**src/fax_status_pkg.sv**
```systemverilog
package fax_status_pkg;
  localparam logic [11:0] ADDR_STATUS = 12'h000;
  localparam logic [11:0] ADDR_MASK = 12'h004;
  localparam logic [11:0] ADDR_BYTES = 12'h008;
  localparam logic [11:0] ADDR_CTRL = 12'h00c;
  localparam int BIT_WHITE = 0;
  localparam int BIT_TYPE_LO = 1;
  localparam int BIT_FAULT = 4;
  localparam int BIT_SEP = 5;
  localparam int BIT_TAG = 6;
  localparam int BIT_EOL = 7;
  localparam int BIT_REF_RDY = 8;
  localparam int BIT_RAW_RD_RDY = 9;
  localparam int BIT_RAW_WR_RDY = 10;
  localparam int BIT_TC_FAULT = 11;
  localparam logic [15:0] MASK_IRQ_BITS = 16'h0390;
  localparam logic [15:0] MASK_WRITABLE = 16'h1f90;
  localparam logic [15:0] MASK_RESET = 16'h0000;
  localparam logic [9:0] BYTES_RESET = 10'h000;
  localparam int CTRL_MODE_LO = 0;
  localparam int CTRL_DECODE = 2;
  typedef enum logic [1:0] {MODE_MH, MODE_MR, MODE_MMR, MODE_SPARE} coding_mode_t;
  localparam logic [2:0] ERR_NONE = 3'h0;
  localparam logic [2:0] ERR_RTC = 3'h1;
  localparam logic [2:0] ERR_TERM = 3'h2;
  localparam logic [2:0] ERR_SHORT = 3'h4;
  localparam logic [2:0] ERR_LONG = 3'h5;
  localparam logic [2:0] ERR_CODE = 3'h6;
endpackage : fax_status_pkg

```
**src/fax_codec_line_status.sv**
```systemverilog
// Added by the designer: the register addresses and the APB interface to the registers.
`timescale 1ns/100ps
`default_nettype none
module fax_codec_line_status #(
  parameter int BYTE_W = 10
) (
  // System.
  input wire logic clk,
  input wire logic reset_n,
  // APB slave.
  input wire logic psel,
  input wire logic penable,
  input wire logic pwrite,
  input wire logic [11:0] paddr,
  input wire logic [31:0] pwdata,
  output logic [31:0] prdata,
  output logic pready,
  output logic pslverr,
  // FIFO levels.
  input wire logic raw_fifo_full,
  input wire logic raw_fifo_has_data,
  input wire logic ref_fifo_full,
  // Coder events.
  input wire logic line_start,
  input wire logic code_line_done,
  input wire logic code_last_written,
  // Decoder events.
  input wire logic dec_eol_code,
  input wire logic dec_tag_bit,
  input wire logic dec_tag_value,
  input wire logic dec_separated_eol,
  input wire logic dec_byte,
  input wire logic dec_black_pixel,
  input wire logic dec_out_drained,
  input wire logic dec_fill_between_eol,
  input wire logic dec_missing_term,
  input wire logic dec_bad_codeword,
  input wire logic dec_data_valid,
  // Results.
  output logic dec_data_write,
  output logic [1:0] coding_mode,
  output logic decode_mode,
  output logic [9:0] line_byte_count,
  output logic irq
);
  import fax_status_pkg::*;

  logic [15:0] mask_q;
  logic [9:0] bytes_q;
  logic [2:0] ctrl_q;
  logic eol_q;
  logic tag_q;
  logic sep_q;
  logic fault_q;
  logic tc_q;
  logic white_q;
  logic seen_black_q;
  logic [2:0] etype_q;
  logic [BYTE_W-1:0] cnt_q;
  logic pend_q;
  logic tag_wait_q;

  wire apb_access = psel && penable;
  wire apb_wr = apb_access && pwrite;
  wire sel_status = paddr == ADDR_STATUS;
  wire sel_mask = paddr == ADDR_MASK;
  wire sel_bytes = paddr == ADDR_BYTES;
  wire sel_ctrl = paddr == ADDR_CTRL;
  wire mapped = sel_status || sel_mask || sel_bytes || sel_ctrl;
  wire decoding = ctrl_q[CTRL_DECODE];
  wire [1:0] mode = ctrl_q[CTRL_MODE_LO +: 2];
  wire is_mmr = mode == MODE_MMR;
  wire two_d = (mode == MODE_MR) || is_mmr;

  // Flags held as levels from the FIFO state, not latched.
  wire raw_wr_rdy = !decoding && !raw_fifo_full;
  wire ref_rdy = two_d && !ref_fifo_full;
  wire raw_rd_rdy = decoding && raw_fifo_has_data;

  wire [BYTE_W-1:0] bytes_ext = BYTE_W'(bytes_q);
  wire count_hit = dec_byte && (cnt_q + BYTE_W'(1) == bytes_ext);
  wire count_over = dec_byte && (cnt_q >= bytes_ext) && !is_mmr;

  // Error detection; the first error in a line fixes the type.
  logic [2:0] err_code;
  always_comb begin
    err_code = ERR_NONE;
    if (dec_bad_codeword) begin
      err_code = ERR_CODE;
    end else if (count_over) begin
      err_code = ERR_LONG;
    end else if (dec_eol_code && (cnt_q < bytes_ext)) begin
      err_code = ERR_SHORT;
    end else if (dec_missing_term) begin
      err_code = ERR_TERM;
    end else if (dec_fill_between_eol) begin
      err_code = ERR_RTC;
    end
  end
  wire err_now = decoding && !eol_q && (err_code != ERR_NONE);

  // Line completion: MH at the EOL code, MR after its tag, MMR by count.
  wire mh_done = (mode == MODE_MH) && dec_eol_code;
  wire mr_done = (mode == MODE_MR) && tag_wait_q && dec_tag_bit;
  wire mmr_done = is_mmr && count_hit;
  wire dec_done = decoding && (mh_done || mr_done || mmr_done);
  // The flag waits for the line buffer writes to drain.
  wire dec_eol = decoding && (pend_q || dec_done) && dec_out_drained;
  wire code_eol = !decoding && code_line_done && code_last_written;

  // Decoded data past an error never reaches the line buffer.
  assign dec_data_write = dec_data_valid && decoding && !fault_q && !err_now;

  always_ff @(posedge clk) begin
    if (!reset_n) begin
      mask_q <= MASK_RESET;
      bytes_q <= BYTES_RESET;
      ctrl_q <= 3'h0;
    end else if (apb_wr) begin
      if (sel_mask) begin
        mask_q <= pwdata[15:0] & MASK_WRITABLE;
      end
      if (sel_bytes) begin
        bytes_q <= pwdata[9:0];
      end
      if (sel_ctrl) begin
        ctrl_q <= pwdata[2:0];
      end
    end
  end

  always_ff @(posedge clk) begin
    if (!reset_n || line_start) begin
      // New line wipes the per-line bits 0 to 7 and bit 11.
      eol_q <= 1'b0;
      tag_q <= 1'b0;
      sep_q <= 1'b0;
      fault_q <= 1'b0;
      etype_q <= ERR_NONE;
      white_q <= 1'b0;
      tc_q <= 1'b0;
      cnt_q <= '0;
      pend_q <= 1'b0;
      tag_wait_q <= 1'b0;
    end else begin
      if (dec_byte) begin
        cnt_q <= cnt_q + BYTE_W'(1);
      end
      if (err_now && !fault_q) begin
        fault_q <= 1'b1;
        etype_q <= err_code;
        tc_q <= err_code == ERR_TERM;
      end
      if (dec_eol_code && mode == MODE_MR) begin
        tag_wait_q <= 1'b1;
      end
      if (dec_tag_bit && tag_wait_q) begin
        tag_q <= dec_tag_value;
      end
      if (dec_separated_eol) begin
        sep_q <= 1'b1;
      end
      if (dec_done && !dec_out_drained) begin
        pend_q <= 1'b1;
      end
      if (dec_eol || code_eol) begin
        eol_q <= 1'b1;
        pend_q <= 1'b0;
        // All white holds only if no black pixel came and no fault hid data.
        white_q <= decoding && !seen_black_q && !fault_q;
      end
    end
  end

  always_ff @(posedge clk) begin
    if (!reset_n || line_start) begin
      seen_black_q <= 1'b0;
    end else if (dec_black_pixel && decoding) begin
      seen_black_q <= 1'b1;
    end
  end

  // Tag and separated flags read as zero unless end-of-line is set.
  wire [15:0] status = {4'h0, tc_q, raw_wr_rdy, raw_rd_rdy, ref_rdy, eol_q,
                        tag_q && eol_q, sep_q && eol_q, fault_q, etype_q, white_q};

  assign irq = |(status & mask_q & MASK_IRQ_BITS);

  wire [31:0] rd_mux = sel_status ? {16'h0000, status} :
                       sel_mask ? {16'h0000, mask_q} :
                       sel_bytes ? {22'h0, bytes_q} :
                       sel_ctrl ? {29'h0, ctrl_q} : 32'h00000000;

  always_ff @(posedge clk) begin
    if (!reset_n) begin
      prdata <= 32'h00000000;
    end else if (psel && !penable && !pwrite) begin
      prdata <= rd_mux;
    end
  end

  // Zero-wait slave; unmapped addresses answer with an error.
  assign pready = 1'b1;
  assign pslverr = apb_access && !mapped;
  assign coding_mode = mode;
  assign decode_mode = decoding;
  assign line_byte_count = bytes_q;

  // The checks below watch what this block drives and take its inputs as legal.
  // A mode change in the same cycle as a line end is judged by the mode of the cycle before.
  AST_RAW_RDY: assert property (
    @(posedge clk) disable iff (!reset_n)
    (!decoding && raw_fifo_full) |-> !status[BIT_RAW_WR_RDY]
  ) else $error("raw ready while full");

  AST_RAW_RDY_SET: assert property (
    @(posedge clk) disable iff (!reset_n)
    (!decoding && !raw_fifo_full) |-> status[BIT_RAW_WR_RDY]
  ) else $error("raw ready missing");

  AST_RAW_RDY_DEC: assert property (
    @(posedge clk) disable iff (!reset_n)
    decoding |-> !status[BIT_RAW_WR_RDY]
  ) else $error("raw write ready while decoding");

  AST_REF_RDY: assert property (
    @(posedge clk) disable iff (!reset_n)
    status[BIT_REF_RDY] == (two_d && !ref_fifo_full)
  ) else $error("ref ready wrong");

  AST_REF_RDY_1D: assert property (
    @(posedge clk) disable iff (!reset_n)
    (mode == MODE_MH) |-> !status[BIT_REF_RDY]
  ) else $error("ref ready in one-dimensional mode");

  AST_CODE_EOL: assert property (
    @(posedge clk) disable iff (!reset_n)
    (!$past(decoding) && $rose(eol_q)) |-> $past(code_line_done && code_last_written)
  ) else $error("early code eol");

  AST_CODE_EOL_WHITE: assert property (
    @(posedge clk) disable iff (!reset_n)
    ($rose(eol_q) && !$past(decoding)) |-> !white_q
  ) else $error("all white while coding");

  AST_DEC_EOL: assert property (
    @(posedge clk) disable iff (!reset_n)
    ($past(decoding) && $rose(eol_q)) |-> $past(dec_out_drained)
  ) else $error("eol before drain");

  AST_DEC_EOL_DONE: assert property (
    @(posedge clk) disable iff (!reset_n)
    ($past(decoding) && $rose(eol_q)) |-> $past(pend_q || dec_done)
  ) else $error("eol before line decoded");

  AST_MH_COMPLETE: assert property (
    @(posedge clk) disable iff (!reset_n)
    (decoding && mode == MODE_MH && dec_eol_code && dec_out_drained && !line_start) |=> eol_q
  ) else $error("mh line not completed");

  AST_MR_NEEDS_TAG: assert property (
    @(posedge clk) disable iff (!reset_n)
    (decoding && mode == MODE_MR && !tag_wait_q && !pend_q && !eol_q && !line_start) |=> !eol_q
  ) else $error("mr line ended without tag");

  AST_MMR_COMPLETE: assert property (
    @(posedge clk) disable iff (!reset_n)
    (decoding && is_mmr && count_hit && dec_out_drained && !line_start) |=> eol_q
  ) else $error("mmr line not completed");

  AST_TAG_GATE: assert property (
    @(posedge clk) disable iff (!reset_n)
    !eol_q |-> !status[BIT_TAG] && !status[BIT_SEP]
  ) else $error("tag without eol");

  AST_TAG_SHOWN: assert property (
    @(posedge clk) disable iff (!reset_n)
    eol_q |-> status[BIT_TAG] == tag_q
  ) else $error("tag hidden at eol");

  AST_SEP_SHOWN: assert property (
    @(posedge clk) disable iff (!reset_n)
    eol_q |-> status[BIT_SEP] == sep_q
  ) else $error("separated flag hidden at eol");

  AST_FAULT_DEC: assert property (
    @(posedge clk) disable iff (!reset_n)
    (!decoding && !fault_q && !line_start) |=> !fault_q
  ) else $error("fault while coding");

  AST_FAULT_SET: assert property (
    @(posedge clk) disable iff (!reset_n)
    (err_now && !line_start) |=> fault_q
  ) else $error("fault not raised");

  AST_SUPPRESS: assert property (
    @(posedge clk) disable iff (!reset_n)
    fault_q |-> !dec_data_write
  ) else $error("write after fault");

  AST_SUPPRESS_NOW: assert property (
    @(posedge clk) disable iff (!reset_n)
    err_now |-> !dec_data_write
  ) else $error("write in error cycle");

  AST_FAULT_HOLDS: assert property (
    @(posedge clk) disable iff (!reset_n)
    (fault_q && !line_start) |=> fault_q
  ) else $error("fault dropped within line");

  AST_TYPE: assert property (
    @(posedge clk) disable iff (!reset_n)
    (etype_q != 3'h3) && (etype_q != 3'h7) && (fault_q || etype_q == ERR_NONE)
  ) else $error("bad type");

  AST_TYPE_HOLDS: assert property (
    @(posedge clk) disable iff (!reset_n)
    (fault_q && !line_start) |=> $stable(etype_q)
  ) else $error("type changed within line");

  AST_TYPE_RTC: assert property (
    @(posedge clk) disable iff (!reset_n)
    (err_now && !fault_q && !line_start && dec_fill_between_eol && !dec_bad_codeword &&
     !count_over && !dec_missing_term && !dec_eol_code) |=> etype_q == ERR_RTC
  ) else $error("fill type wrong");

  AST_TYPE_TERM: assert property (
    @(posedge clk) disable iff (!reset_n)
    (err_now && !fault_q && !line_start && dec_missing_term && !dec_bad_codeword &&
     !count_over && !dec_eol_code) |=> etype_q == ERR_TERM && tc_q
  ) else $error("terminating type wrong");

  AST_TC: assert property (
    @(posedge clk) disable iff (!reset_n)
    tc_q |-> fault_q && etype_q == ERR_TERM
  ) else $error("tc mismatch");

  AST_TYPE_SHORT: assert property (
    @(posedge clk) disable iff (!reset_n)
    (decoding && !eol_q && !fault_q && !line_start && dec_eol_code && (cnt_q < bytes_ext) &&
     !dec_bad_codeword && !count_over) |=> etype_q == ERR_SHORT
  ) else $error("short type wrong");

  AST_TYPE_LONG: assert property (
    @(posedge clk) disable iff (!reset_n)
    (decoding && !eol_q && !fault_q && !line_start && count_over && !dec_bad_codeword) |=>
     etype_q == ERR_LONG
  ) else $error("long type wrong");

  AST_TYPE_CODE: assert property (
    @(posedge clk) disable iff (!reset_n)
    (decoding && !eol_q && !fault_q && !line_start && dec_bad_codeword) |=>
     fault_q && etype_q == ERR_CODE
  ) else $error("codeword type wrong");

  AST_WHITE_EOL: assert property (
    @(posedge clk) disable iff (!reset_n)
    white_q |-> eol_q
  ) else $error("all white without eol");

  AST_WHITE_CAUSE: assert property (
    @(posedge clk) disable iff (!reset_n)
    $rose(white_q) |-> $past(!seen_black_q && !fault_q)
  ) else $error("all white after black or fault");

  AST_WHITE_CLEAR: assert property (
    @(posedge clk) disable iff (!reset_n)
    line_start |=> !white_q
  ) else $error("all white kept on new line");

  AST_CLEAR: assert property (
    @(posedge clk) disable iff (!reset_n)
    line_start |=> status[7:0] == 8'h00
  ) else $error("line start not cleared");

  AST_IRQ: assert property (
    @(posedge clk) disable iff (!reset_n)
    (eol_q && mask_q[BIT_EOL]) |-> irq
  ) else $error("missed irq");

  AST_IRQ_FAULT: assert property (
    @(posedge clk) disable iff (!reset_n)
    (fault_q && mask_q[BIT_FAULT]) |-> irq
  ) else $error("missed fault irq");

  AST_IRQ_QUIET: assert property (
    @(posedge clk) disable iff (!reset_n)
    (mask_q == MASK_RESET) |-> !irq
  ) else $error("irq while masked");

  AST_NO_ERR_CODE: assert property (
    @(posedge clk) disable iff (!reset_n)
    !fault_q |-> etype_q == ERR_NONE
  ) else $error("type without fault");
endmodule : fax_codec_line_status
`default_nettype wire

```
**config.mk**
```make
export PLATFORM = sky130hd
export DESIGN_NAME = fax_codec_line_status
export DESIGN_NICKNAME = d
export VERILOG_FILES = /design/src/fax_status_pkg.sv /design/src/fax_codec_line_status.sv
export SDC_FILE = /design/constraint.sdc
export NUM_CORES = 1
export LEC_CHECK = 0
export CAP_MARGIN = 20
export CORE_ASPECT_RATIO = 0.9
export CORE_MARGIN = 1.5
export CORE_UTILIZATION = 58
export CTS_BUF_LIST = sky130_fd_sc_hd__clkbuf_16
export DETAILED_ROUTE_END_ITERATION = 16
export DONT_BUFFER_PORTS = 1
export PLACE_DENSITY_LB_ADDON = 0.25
export SYNTH_ARGS = -nofsm -noshare
export SYNTH_HDL_FRONTEND = slang
export SYNTH_SLANG_ARGS = --single-unit
```
**constraint.sdc**
```tcl
create_clock -name clk -period 2.1 [get_ports clk]
set_input_delay 0.105 -clock clk [delete_from_list [all_inputs] [get_ports clk]]
set_output_delay 0.105 -clock clk [all_outputs]
set_load 0.03 [all_outputs]
```
**After elaboration in Yosys (flattened, before gate mapping)**

Cells that the tools add are included.

- Flip-flop bits (word level): 74
- Output and inout port bits: 49

- Reductions and logical operators: 65
- Magnitude comparators: 2
- Add/sub/neg operators: 1
- Eq/ne operators: 7
- Muxes and demuxes: 9
- Bitwise logic cells: 1

Operators by type and width:

| cell | count |
|---|---|
| logical AND 1 bit | 35 |
| two-way mux 13 bit | 2 |
| == test 12 x 4 -> 1 bit, second input constant | 2 |
| zero test 1 bit | 13 |
| == test 12 x 3 -> 1 bit, second input constant | 1 |
| zero test 12 bit | 1 |
| two-way mux 3 bit | 4 |
| adder 10 x 1 -> 10 bit, second input constant | 1 |
| bitwise AND 10 bit | 1 |
| == test 10 bit | 1 |
| greater-or-equal comparator 10 bit | 1 |
| less-than comparator 10 bit | 1 |
| two-way mux 10 bit | 1 |
| logical OR 1 bit | 9 |
| AND reduction 2 bit | 3 |
| OR reduction 4 bit | 1 |
| == test 3 x 2 -> 1 bit, second input constant | 1 |
| nonzero test 3 bit | 1 |
| == test 2 x 1 -> 1 bit, second input constant | 1 |
| == test 2 bit, second input constant | 1 |
| zero test 2 bit | 1 |
| two-way mux 2 bit | 1 |
| OR reduction 2 bit | 1 |
| two-way mux 1 bit | 1 |

**Depth between registers and ports, before layout**

Gate-level depths: netlist of run 1.

- Word-level depth: 11
- Mapped depth: 8
- Mapped depth without buffers: 8

**Least setup slack after synthesis of run 1**

Ideal clock, no wire load.

- Kind: reg-to-output
- Start point: register bytes_q[7], in the netlist line_byte_count[7]
- End point: output dec_data_write
- Arrival time: 2.847 ns
- Stages on the path, launching flop included: 9
- Data required time: 1.995 ns
- Slack: -0.852 ns
- Cells stage by stage: dfxtp_1 -> inv_1 -> ha_1 -> a211oi_1 -> nor2_1 -> a2111oi_2 -> a21o_1 -> a21oi_1 -> nor3b_1

- Cells in the longest elaborated chain, start to end: 9
- Elaborated cells between the ends (all ways): 12
- Classes of those cells: order compare (2); mux (3); reduce/logical (7)

Ends and longest elaborated chain:

| what | line | text |
|---|---|---|
| from (decl) | fax_codec_line_status.sv:49 | `logic [9:0] bytes_q;` |
| from (signal assigned) | fax_codec_line_status.sv:124 | `bytes_q <= pwdata[9:0];` |
| less-than comparator 10 bit or greater-or-equal comparator 10 bit (tied branches) | fax_codec_line_status.sv:92, fax_codec_line_status.sv:82 |  |
| logical AND 1 bit (on tied branches) | fax_codec_line_status.sv:92, fax_codec_line_status.sv:82 |  |
| two-way mux 3 bit or logical AND 1 bit (tied branches) | fax_codec_line_status.sv:92, fax_codec_line_status.sv:82 |  |
| two-way mux 3 bit * | fax_codec_line_status.sv:90 | `end else if (count_over) begin` |
| two-way mux 3 bit * | fax_codec_line_status.sv:88 | `if (dec_bad_codeword) begin` |
| nonzero test 3 bit * | fax_codec_line_status.sv:100 | `wire err_now = decoding && !eol_q && (err_code != ERR_NONE);` |
| logical AND 1 bit * | fax_codec_line_status.sv:100 |  |
| zero test 1 bit * | fax_codec_line_status.sv:112 | `assign dec_data_write = dec_data_valid && decoding && !fault_q && !err_now;` |
| logical AND 1 bit * | fax_codec_line_status.sv:112 |  |
| to (decl) | fax_codec_line_status.sv:40 | `output logic dec_data_write,` |

Every way passes the cells marked *; elsewhere a longest branch is shown, timed or not.

**Worst setup path after layout of run 1**

- Start point: register bytes_q[9], in the netlist line_byte_count[9]
- End point: output dec_data_write

Same word-level chain as after synthesis.

==> results of run 1 <==
## metrics by stage
stage / util, % / setup WS [ns] / instance area (um2)
global placement: 65.23 / -0.08996 / 3671
detailed placement: 65.23 / -0.1244 / 3671
finish: 73.50 / -0.3420 / 4136
floorplan: - / -0.09859 / 3538
CTS: 71.72 / -0.2965 / 4036
global route: 73.50 / -0.4714 / 4136
## power by group through the flow
stage / Clock [mW] / Combinational (mW) / Sequential (mW)
floorplan: 0 / 0.154 / 1.06
global placement: 0 / 0.122 / 1.06
detailed placement: 0 / 0.124 / 1.06
CTS: 0.892 / 0.157 / 1.04
global route: 0.927 / 0.175 / 1.04
finish: 0.885 / 0.164 / 1.04
## placed cells by master, fill, tap and decap left out, drive strengths merged, types with 2 or more instances in the layout
cell type,Yosys,routed
dfxtp,55,55
buf,27,41
mux2i,36,36
nor2b,36,36
a21oi,35,35
nor2,33,33
nand2,23,23
conb,2,20
inv,17,17
dlygate4sd3,0,14
ha,14,14
nor3,12,12
xnor2,11,11
nor4,11,11
nand3,10,10
nand4,7,7
xor2,7,7
o21ai,7,7
clkbuf,14,6
nand2b,5,5
and2,4,4
and3,4,4
nand3b,3,3
nor3b,3,3
a31oi,3,3
a211oi,2,2
a2111oi,2,2
a21o,2,2
or3,2,2
o22a,2,2
or4,2,2
o211ai,2,2
o31ai,2,2
clkinv,0,2
## final timing paths
kind	startpoint	end	slack, ns
worst max register to register	line_byte_count[9]	etype_q[0]	-0.09
worst max-delay path	line_byte_count[9]	dec_data_write	-0.34
worst min register to register	etype_q[1]	etype_q[1]	0.47
worst min-delay path	pwdata[9]	mask_q[9]	-0.006
## sequential cells by signal, summed over array words and instances, names as in the netlist, 3 cells and up
name and count:
line_byte_count 10, mask_q 7, etype_q 3, prdata 13, cnt_q 10, ctrl_q 3
## area by class of cell
class	instances	area share, %
well taps	70	2.117
repair buffers	55	11.10
clock buffers	6	3.630
clock inverters	2	0.2117
flip-flops and latches	55	27.53
multi-input cells	312	53.75
inverters	17	1.664
## kinds of logic after synthesis
family,after synthesis,share of synthesized area (%)
adder cells (fa/ha/maj),15,5.494
AO/OA/AOI/OAI,65,11.80
other,2,0.2228
buffers and inverters,58,8.983
flip-flops,55,32.67
multiplexers,36,10.69
XOR/XNOR,18,4.677
AND/OR/NAND/NOR,158,25.46
## cell usage after synthesis, types with 2 or more instances
cell	n	share of area (%)
sky130_fd_sc_hd__a211oi_1	2	0.45
sky130_fd_sc_hd__a21o_1	2	0.45
sky130_fd_sc_hd__a21oi_1	35	5.2
sky130_fd_sc_hd__a31oi_1	3	0.56
sky130_fd_sc_hd__and2_1	4	0.74
sky130_fd_sc_hd__and3_1	4	0.74
sky130_fd_sc_hd__buf_2	5	0.74
sky130_fd_sc_hd__buf_4	21	4.7
sky130_fd_sc_hd__clkbuf_1	14	1.6
sky130_fd_sc_hd__conb_1	2	0.22
sky130_fd_sc_hd__dfxtp_1	55	33
sky130_fd_sc_hd__ha_1	14	5.2
sky130_fd_sc_hd__inv_1	17	1.9
sky130_fd_sc_hd__mux2i_1	36	11
sky130_fd_sc_hd__nand2_1	23	2.6
sky130_fd_sc_hd__nand2b_1	5	0.93
sky130_fd_sc_hd__nand3_1	10	1.5
sky130_fd_sc_hd__nand3b_1	3	0.67
sky130_fd_sc_hd__nand4_1	7	1.3
sky130_fd_sc_hd__nor2_1	33	3.7
sky130_fd_sc_hd__nor2b_1	36	6.7
sky130_fd_sc_hd__nor3_1	12	1.8
sky130_fd_sc_hd__nor3b_1	3	0.67
sky130_fd_sc_hd__nor4_1	10	1.9
sky130_fd_sc_hd__o211ai_1	2	0.45
sky130_fd_sc_hd__o21ai_0	7	1.0
sky130_fd_sc_hd__o22a_1	2	0.52
sky130_fd_sc_hd__o31ai_1	2	0.45
sky130_fd_sc_hd__or3_1	2	0.37
sky130_fd_sc_hd__or4_4	2	0.67
sky130_fd_sc_hd__xnor2_1	11	2.9
sky130_fd_sc_hd__xor2_1	7	1.8
## layer usage
layer  track usage, %  share of wire (%)  vias up
met1            34.77                 42     1410
met3            7.042                8.3       28
li1                 -                  -     1457
met4            9.259                3.1        0
met5                0                  0        -
met2            46.07                 46      141
## timing repair
item                                    CTS  global route
cloned                                    0             0
setup buffers                             2             3
gates resized for setup                  10            19
endpoints found under the setup margin    2             8
hold endpoints to repair                 39             0
pin swaps                                 7            10
hold buffers                             14             0
==> results by stage, run 1 <==
Floorplanning:
- The initialized floorplan defines 26 standard-cell rows.
- The floorplan die area is 6278 um2.
- From bottom edge to top edge, the die measures 75.32 um.
- The starting utilization of the core area is 59.89%.
- The die is 83.36 um wide.
- In this run the standard cell core region covers 5628 um2.
- The number of I/O pins is 115.

Clock network:
- The clock reaches the later pin of the worst-skew pair after 0.29 ns.
- The maximum level of the CTS H-tree is 2.
- Clock-pin slew was measured on the worst setup and hold paths at 0.07 ns.
- The total clock buffers created by CTS is 5.
- The clock tree from TritonCTS is built.
- The buffer type at the clock tree root is sky130_fd_sc_hd__clkbuf_16.
- The sink count of the clock tree is 55.
- No sink is reached through more buffers than the 2 on the longest clock path.

Timing:
- The worst slew slack as a fraction of its limit is 36.89%.
- At the pin with the least slew margin, the transition time is 0.9436 ns.
- The final number of max-transition violations is 0.
- The fraction of the cycle the final worst path needs is 116.3%.
- The final critical-path setup slack is -0.3420 ns.
- The total count of hold-check failures in the final report came to 2.
- The number of endpoints failing setup at the final stage is 3.
- The worst slack on hold paths is -0.006012 ns.
- The setup TNS after final layout is -0.4980 ns.
- The worst path in the final design needs a cycle of 2.442 ns, including I/O delays and setup.
- The achievable clock frequency is 0.4095 GHz.
- Setup repair after global routing could not meet its margin everywhere.
- On the final layout, the worst clock skew is 0.003914 ns.

GRT:
- The number of global-route vias before repair came to 2689.
- The first-pass GRT wire length is 13350 um.
- Entering global routing, the biggest net connects 34 pins.
- The global-route congestion overflow total is 0.
- The all-layer global routing usage is 27.25%.
- The initial antenna violation count is 0.

Final layout:
- Counting the fill cells in the layout gives 406.
- The area of the multi-input gates is 2223 um2.
- The count of inserted antenna diode cells is 0.
- Registers take 1139 um2.
- After the flow finishes, the layout carries non-filler instances totaling 517.
- The synthesis-to-finish area growth is 22.72%.
- After the last flow step, the layout net total stands at 526.
- The share of layout cells above drive strength 1 is 21.48%.

Setup path:
- The critical path contains buffers and inverters numbering 2 combined.
- By instance count, the cell type seen most on the critical path is sky130_fd_sc_hd__a2111oi_4.
- For the worst flop-to-flop path, the logic depth is 10.
- The worst setup path is launched from a flop.
- The worst setup path category is flop to primary output.
- Data on the critical path arrives at its endpoint at 2.34 ns.
- The slowest stage of the critical path belongs to the cell sky130_fd_sc_hd__dfxtp_4.
- The critical path runs through a total of 9 cells.
- The kind of end point of the critical path is a primary output.
- In this run the worst path has a maximum fanout of 3.
- Walking the worst path, the cells encountered are inv_4, ha_4, nand4_1, a211oi_2, a2111oi_4, a2111oi_4, a21oi_2, nor3b_4, buf_6.
- The cell family with the largest share of critical-path delay is compound AO/OA/AOI/OAI gates.
- The largest incremental delay on the critical path is 0.36 ns.
- Data on the critical path is required at its endpoint by 2.00 ns.

Outcome:
- The final reports fail on hold timing, setup timing.
- The run finished, with violations left.

Place:
- The placed wire-length estimate after detailed placement is 6394 um.
- The total of buffers placed on input and output ports is 0.
- After detailed placement, the design holds a cell count of 491.
- The placer's final routability congestion estimate is 0.9018.

Synth:
- Synthesis inferred 55 register bits.
- The mapped netlist covers 3371 um2.
- Averaged over all synthesized cells, the footprint is 8.282 um2.
- The fraction of the yosys area taken by sequential cells is 32.67%.
- The post-synthesis instance total is 407.
- After synthesis, the netlist uses 48 different library cells.
- The total number of yosys warnings is 0.
- Counting flops with an async set or reset pin after synthesis yields a share of 0%.
- For this run, the leading register cell type out of synthesis is sky130_fd_sc_hd__dfxtp_1.
- The number of flops mapped to enable cells by yosys is 0.

Route:
- Using the TritonRoute via totals, the vias-per-cell ratio works out to 5.872.
- The initial DRC count is 227.
- After detailed routing, the number of remaining DRC violations is 0.
- The total via count after detailed routing is 3036.
- Once detail routing completed, the nets flagged for antenna violations numbered 0.
- The total routed wirelength is 8895 um.
- The first detailed-routing pass took 7 iterations.
- Dividing the detail-routed wire length by the instance count gives 17.21 um.

Power:
- The share of power burned in combinational logic is 7.9%.
- The fraction of power consumed by sequential logic is 49.8%.
- The clock group share of total power is 42.4%.
- The power density relative to cell area is 504.9 nW/um2.
- The analysis attributes to cell leakage a power of 1.480 nW.
- The internal power of the cells totals 1.605 mW.
- Net switching is 23.15% of the power.
- The completed layout was analyzed and its total power is 2.088 mW.
- The worst supply voltage drop on vdd is 433.3 uV.
- In this run the power spent charging and discharging nets is 483.5 uW.

Run:
- The count of max-cap constraint violations is 0.

Worst hold path:
- The number of cells on the worst hold path is 2.
- The tightest min-delay check is of the input pin to flop type.
Note: power is estimated with default switching activity, not from simulation.
==> run 2: changes to the inputs <==
--- a/config.mk
+++ b/config.mk
@@ -8,7 +8,7 @@
 export CAP_MARGIN = 20
 export CORE_ASPECT_RATIO = 0.9
 export CORE_MARGIN = 1.5
-export CORE_UTILIZATION = 58
+export CORE_UTILIZATION = 23
 export CTS_BUF_LIST = sky130_fd_sc_hd__clkbuf_16
 export DETAILED_ROUTE_END_ITERATION = 16
 export DONT_BUFFER_PORTS = 1
==> results by stage, run 2 (synthesis gave the netlist of run 1 again) <==
Route:
- In the routed layout, each cell is associated on average with a via count of 4.599.
- The detail-routed net length per standard cell is 16.07 um.
- The final layout contains routed wiring with a total length of 10330 um.
- For this block, the initial DRC count from the detailed router was 162.
- The number of optimization iterations in the first detailed-route pass is 5.
- The total via count after detailed routing is 2957.
- The number of remaining DRC errors is 0.
- The number of antenna-violating nets in the routed design is 0.

GRT:
- The first global-routing pass estimated 16190 um of wire.
- Entering global routing, the biggest net connects 34 pins.
- The global-route congestion overflow total is 0.
- The initial antenna violation count is 0.
- The number of global-route vias before repair is 2913.
- Across every metal layer, demand over resource in global routing totals 13.64%.

Floorplanning:
- The floorplan die height is 117.8 um.
- The number of core rows is 41.
- The die is 130.6 um wide.
- The starting utilization of the core area is 23.81%.
- The core outline area is 14160 um2.
- 115 I/O pins were placed.
- The floorplan die area is 15390 um2.

Final layout:
- The final layout net count is 529.
- Of the cells placed in the final design, the portion with a size suffix greater than 1 is 21.56%.
- The most common library cell in the layout ignoring fill and taps is sky130_fd_sc_hd__dfxtp_1.
- 0 antenna diodes ended up in the layout.
- The cell area after layout is 4354 um2.
- The synthesis-to-finish area growth is 29.18%.
- The flip-flop count of the largest register, all copies and words added is 13.
- prdata holds more flip-flops than any other register.
- The final non-filler cell total is 643.
- In the layout the commonest cells are sky130_fd_sc_hd__dfxtp_1, sky130_fd_sc_hd__buf_4, sky130_fd_sc_hd__mux2i_1, sky130_fd_sc_hd__nor2b_1.
- The filler cells instantiated in the layout total 1498.

Place:
- The placer's final routability congestion estimate is 0.8153.
- The number of placed instances, taps included, is 614.
- The total of buffers placed on input and output ports is 0.
- Once placement finished, the instance area stood at 3837 um2.
- Detailed placement ended at an HPWL of 7793 um.

Worst hold path:
- The type of the tightest min-delay check is input pin to flop.
- In this run the most critical hold path is launched from pwdata[5].
- The worst hold path passes through 2 cells.
- The path with the worst hold slack has its endpoint at line_byte_count[5].

Setup path:
- The beginning of the worst register-to-register path is line_byte_count[7].
- The critical path's most frequent cell is sky130_fd_sc_hd__a2111oi_4.
- The signal on the critical path passes through inv_2, ha_4, nand4_1, a211oi_2, a2111oi_4, a2111oi_4, a21oi_2, nor3b_4, buf_12.
- The data arrival at the endpoint of the critical path is 2.47 ns.
- The worst endpoint required time is 2.00 ns.
- Setup slack on the worst reg-to-reg path comes out at -0.12 ns.
- The peak fanout along the critical path is 3.
- The length in cells of the worst reg-to-reg path is 9.
- The buffers plus inverters on the worst setup path is 2.
- Broken down by cell family, the worst path's largest delay share belongs to compound AO/OA/AOI/OAI gates.
- The standard cell with the maximum stage delay on the critical path is sky130_fd_sc_hd__a2111oi_4.
- The worst setup path category is flop to primary output.
- The kind of end point of the critical path is a primary output.
- The critical path launch point is line_byte_count[7].
- In this run the critical register-to-register path is captured at fault_q.
- The largest incremental delay on the critical path is 0.38 ns.
- STA classifies the critical path startpoint as a flop.

Power:
- The worst supply voltage drop on vdd is 515.2 uV.
- The analysis attributes to cell leakage a power of 1.496 nW.
- The design draws 2.200 mW.
- The power density relative to cell area is 505.3 nW/um2.

Timing:
- After layout, the worst setup slack is -0.4729 ns.
- The number of endpoints failing setup at the final stage is 5.
- Setup repair after global routing could not meet its margin everywhere.
- The final number of max-transition violations came to 0.
- Static timing analysis puts the maximum clock frequency at 0.3887 GHz.
- Clock skew on the completed layout was measured at 0.006963 ns.
- The total count of hold-check failures in the final report is 0.
- After layout, the minimum clock period comes to 2.573 ns.
- The fraction of the cycle the final worst path needs is 122.5%.
- The transition time at the pin with the least slew margin is 1.003 ns.
- Headroom to the max-slew limit came out at 32.88%.

Clock network:
- The clock reaches the later pin of the worst-skew pair after 0.30 ns.
- The tree built by TritonCTS fans out to 55 sinks.
- The maximum level of the CTS H-tree is 2.
- The buffer type at the clock tree root is sky130_fd_sc_hd__clkbuf_16.
- TritonCTS built the clock tree.
- The clock transition at the registers of the reported paths is 0.07 ns.
- The maximum number of buffers from clock root to sink is 2.
- The number of clock buffers added by TritonCTS is 5.

Outcome:
- The run finished, with violations left.
- The final reports fail on setup timing.

Run:
- The count of max-cap constraint violations is 0.
-- run 2: layer usage --
metal | vias up | global-route usage (%) | share of wire, %
li1 | 1458 | - | -
met2 | 84 | 21.97 | 47
met3 | 2 | 3.045 | 5.1
met4 | 0 | 2.335 | 0.48
met5 | - | 0 | 0
met1 | 1413 | 18.78 | 48
-- run 2: stage by stage --
stage	utilization, %	setup TNS (ns)	setup slack [ns]	hold WS, ns
6_report	30.75	-0.7789	-0.4729	0.009293
5_1_grt	30.75	-1.219	-0.5675	0.004149
3_5_place_dp	27.10	-0.7477	-0.2557	0.2347
3_3_place_gp	27.10	-0.5093	-0.1785	0.2284
2_1_floorplan	-	-0.09859	-0.09859	0.2208
4_1_cts	29.73	-0.5957	-0.4223	0.007701
-- run 2: how the worst max path moves through the flow --
| stage | endpoint | slack, ns | cells after the start |
|---|---|---|---|
| floorplan | dec_data_write | -0.1 | 8 |
| global placement | dec_data_write | -0.18 | 9 |
| detailed placement | dec_data_write | -0.26 | 9 |
| CTS | dec_data_write | -0.42 | 9 |
| global route | dec_data_write | -0.57 | 9 |
| finish | dec_data_write | -0.47 | 9 |
-- run 2: cell type report --
type                            instances  area [um2]  share of cell area (%)
Clock buffer                            5       125.1                   2.874
Clock inverter                          3       47.55                   1.092
Inverter                               17       68.82                   1.580
Multi-Input combinational cell        312        2230                   51.21
Sequential cell                        55        1144                   26.26
Tap cell                              193       241.5                   5.546
Timing Repair Buffer                   58       498.0                   11.44
-- run 2: power by group --
group          internal, mW  total (mW)  switching, mW
clock                 0.571       0.986          0.415
sequential             1.03        1.04        0.00439
combinational        0.0672       0.177          0.109
-- run 2: timing repair --
item / CTS / global route
setup buffers: 2 / 3
hold buffers: 17 / 0
pin swaps: 4 / 4
endpoints found under the hold margin: 40 / 0
setup endpoints to repair: 7 / 9
resized for setup: 3 / 27
-- run 2: worst reg2reg max path, delay by kind of cell (launching register included) --
kind	cells	cell delay [ns]
buffers and inverters	2	0.20
and+or+nand+nor	1	0.24
AOI/OAI and AO/OA	5	1.07
DFF	1	0.35
adders and majority gates	1	0.26
==> run 3: changes to the inputs <==
--- a/config.mk
+++ b/config.mk
@@ -13,6 +13,8 @@
 export DETAILED_ROUTE_END_ITERATION = 16
 export DONT_BUFFER_PORTS = 1
 export PLACE_DENSITY_LB_ADDON = 0.25
+export SKIP_LAST_GASP = 1
+export SLEW_MARGIN = 5
 export SYNTH_ARGS = -nofsm -noshare
 export SYNTH_HDL_FRONTEND = slang
 export SYNTH_SLANG_ARGS = --single-unit
==> results by stage, run 3 (synthesis gave the netlist of run 1 again) <==
Final layout:
- The cell area after layout is 4340 um2.
- The filler cell count is 1502.
- In the final design database the tool counted 529 nets.
- The multi-input combinational cells in the finished layout cover a total of 2225 um2.
- The final non-filler cell total is 643.
- The core occupancy in the finished layout is 30.66%.
- Counting flops per register, the top entry is prdata.
- The synthesis-to-finish area growth is 28.77%.
- The area occupied by registers is 1139 um2.
- The flip-flop count of the largest register, all copies and words added is 13.
- Cells with a size suffix above 1 make up 20.89% of the layout.
- 0 antenna diodes ended up in the layout.
- The most common library cell in the layout ignoring fill and taps is sky130_fd_sc_hd__dfxtp_1.
- Leaving out fill and tap cells, the most frequent cells in the layout are sky130_fd_sc_hd__dfxtp_1, sky130_fd_sc_hd__buf_4, sky130_fd_sc_hd__mux2i_1, sky130_fd_sc_hd__nor2b_1.

Power:
- The worst-case IR drop observed on VDD is 514.3 uV.
- The share of power burned in combinational logic is 8.0%.
- The switching part of the total power is 23.85%.
- In this run the power spent charging and discharging nets is 523.5 uW.
- The internal power is 1.672 mW.
- The clock group share of total power is 44.6%.
- Dividing total power by cell area gives a power density of 505.8 nW/um2.
- The fraction of power consumed by sequential logic is 47.3%.
- The analysis attributes to cell leakage a power of 1.496 nW.

Clock network:
- The maximum number of buffers from clock root to sink is 2.
- The total clock buffers created by CTS is 5.
- Counting every sink on the clock net gives 55.
- CTS built an H-tree with a depth of 2.
- The clock tree from TritonCTS is built.
- CTS placed an instance of sky130_fd_sc_hd__clkbuf_16 at the clock tree root.
- The clock latency of the later-clocked register in the worst-skew pair is 0.30 ns.
- Clock-pin slew was measured on the worst setup and hold paths at 0.07 ns.

Setup path:
- The kind of cell with the highest combined delay along the critical path is compound AO/OA/AOI/OAI gates.
- The cell that appears most often on the critical path is sky130_fd_sc_hd__a2111oi_4.
- The kind of launch point of the worst setup path is a flop.
- The peak fanout along the critical path is 3.
- The standard cell with the maximum stage delay on the critical path is sky130_fd_sc_hd__a2111oi_4.
- STA classifies the critical path endpoint as a primary output.
- The register-to-register setup slack is -0.12 ns.
- The worst setup path category is flop to primary output.
- STA puts the critical path data arrival time at 2.47 ns.
- On the worst path, the slowest cell contributes a delay of 0.38 ns.
- The critical path contains buffers and inverters numbering 2 combined.
- The worst endpoint required time is 2.00 ns.
- The critical path goes through inv_2, ha_4, nand4_1, a211oi_2, a2111oi_4, a2111oi_4, a21oi_2, nor3b_4, buf_12.

Route:
- After detailed routing, the number of remaining DRC violations is 0.
- After detailed routing, the average wire length per cell comes to 16.03 um.
- The post-detailed-route via-to-cell ratio is 4.608.
- The number of antenna-violating nets in the routed design is 0.
- The total routed wirelength is 10310 um.
- The detailed router placed 2963 vias in this run.
- The initial DRC count is 151.
- The pre-antenna-repair detailed-routing pass consisted of 5 iterations.

Floorplanning:
- The core outline area is 14160 um2.
- Once the floorplan was initialized, standard cells occupied 23.81% of the core.
- The die is 117.8 um tall.
- The number of core rows is 41.
- Pin placement for this block handled 115 I/O pins.
- The die covers 15390 um2.
- In this run the horizontal extent of the chip is 130.6 um.

Timing:
- The minimum period implied by the final worst setup slack is 2.578 ns.
- At the pin with the least slew margin, the transition time is 0.9972 ns.
- Setup violations remaining at the end of the flow were counted as 4.
- The fraction of the cycle the final worst path needs is 122.8%.
- The worst slack on hold paths is 0.005540 ns.
- The final number of max-transition violations is 0.
- Across the routed clock network, the largest skew measured is 0.007790 ns.
- The total count of hold-check failures in the final report is 0.
- Setup repair after global routing could not meet its margin everywhere.
- The worst slew slack as a fraction of its limit is 33.30%.
- The final critical-path setup slack is -0.4781 ns.
- Based on the critical path, the design can be clocked at up to 0.3879 GHz.

Place:
- At the end of routability-driven placement, the weighted congestion stood at 0.8153.
- The area after detailed placement is 3837 um2.
- The total of buffers placed on input and output ports is 0.
- After legalization and detailed placement, the total HPWL measured 7793 um.
- The count of placed standard cells including taps is 614.

GRT:
- The first global-routing pass estimated 16190 um of wire.
- The largest net degree at the start of global routing is 34.
- The initial antenna violation count is 0.
- After global routing the overflow that remains totals 0.
- The number of global-route vias before repair is 2913.
- The all-layer global routing usage is 13.64%.

Outcome:
- The flow ran to the end, but the final reports show violations.
- The final reports fail on setup timing.

Run:
- Max-cap violations in this run came to 0.

Worst hold path:
- The type of the tightest min-delay check is input pin to flop.
==> run 3: worst paths after layout <==
path | from | end | depth (start not counted)
max | line_byte_count[7] | dec_data_write | 9
min | pwdata[5] | line_byte_count[5] | 2
max reg2reg | line_byte_count[7] | fault_q | 9
min reg2reg | etype_q[1] | etype_q[1] | 2
==> run 3: power groups by stage <==
stage | Combinational (mW) | Sequential, mW | Clock, mW
floorplan | 0.154 | 1.06 | 0
global placement | 0.131 | 1.06 | 0
detailed placement | 0.132 | 1.06 | 0
CTS | 0.172 | 1.04 | 1.01
global route | 0.194 | 1.04 | 1.06
finish | 0.177 | 1.04 | 0.980
==> run 3: repair_timing <==
item                                   4_1_cts  5_1_grt
hold buffers                                17        0
resized for setup                            3       22
endpoints found under the hold margin       40        0
pin swaps                                    4        3
setup buffers                                2        3
setup endpoints to repair                    7        9
==> run 3: layout make-up <==
| class | instances | area share, % |
|---|---|---|
| multi-input cells | 312 | 51.25 |
| flip-flops and latches | 55 | 26.23 |
| repair buffers | 58 | 11.39 |
| well taps | 193 | 5.564 |
| clock buffers | 5 | 2.883 |
| inverters | 17 | 1.585 |
| clock inverters | 3 | 1.095 |
==> run 3: per-stage QoR <==
stage / setup TNS, ns / worst slack (ns) / total power, mW
global route: -1.251 / -0.5675 / 2.292
CTS: -0.5957 / -0.4223 / 2.221
detailed placement: -0.7477 / -0.2557 / 1.195
global placement: -0.5093 / -0.1785 / 1.194
finish: -0.7751 / -0.4781 / 2.195
floorplan: -0.09859 / -0.09859 / 1.216
==> run 3: routing by layer <==
layer	global-route usage [%]	wire, um	vias to the layer above
li1	-	-	1457
met1	18.78	4816	1417
met2	21.97	4826	85
met3	3.045	611	4
met4	2.335	54	0
met5	0	0	-
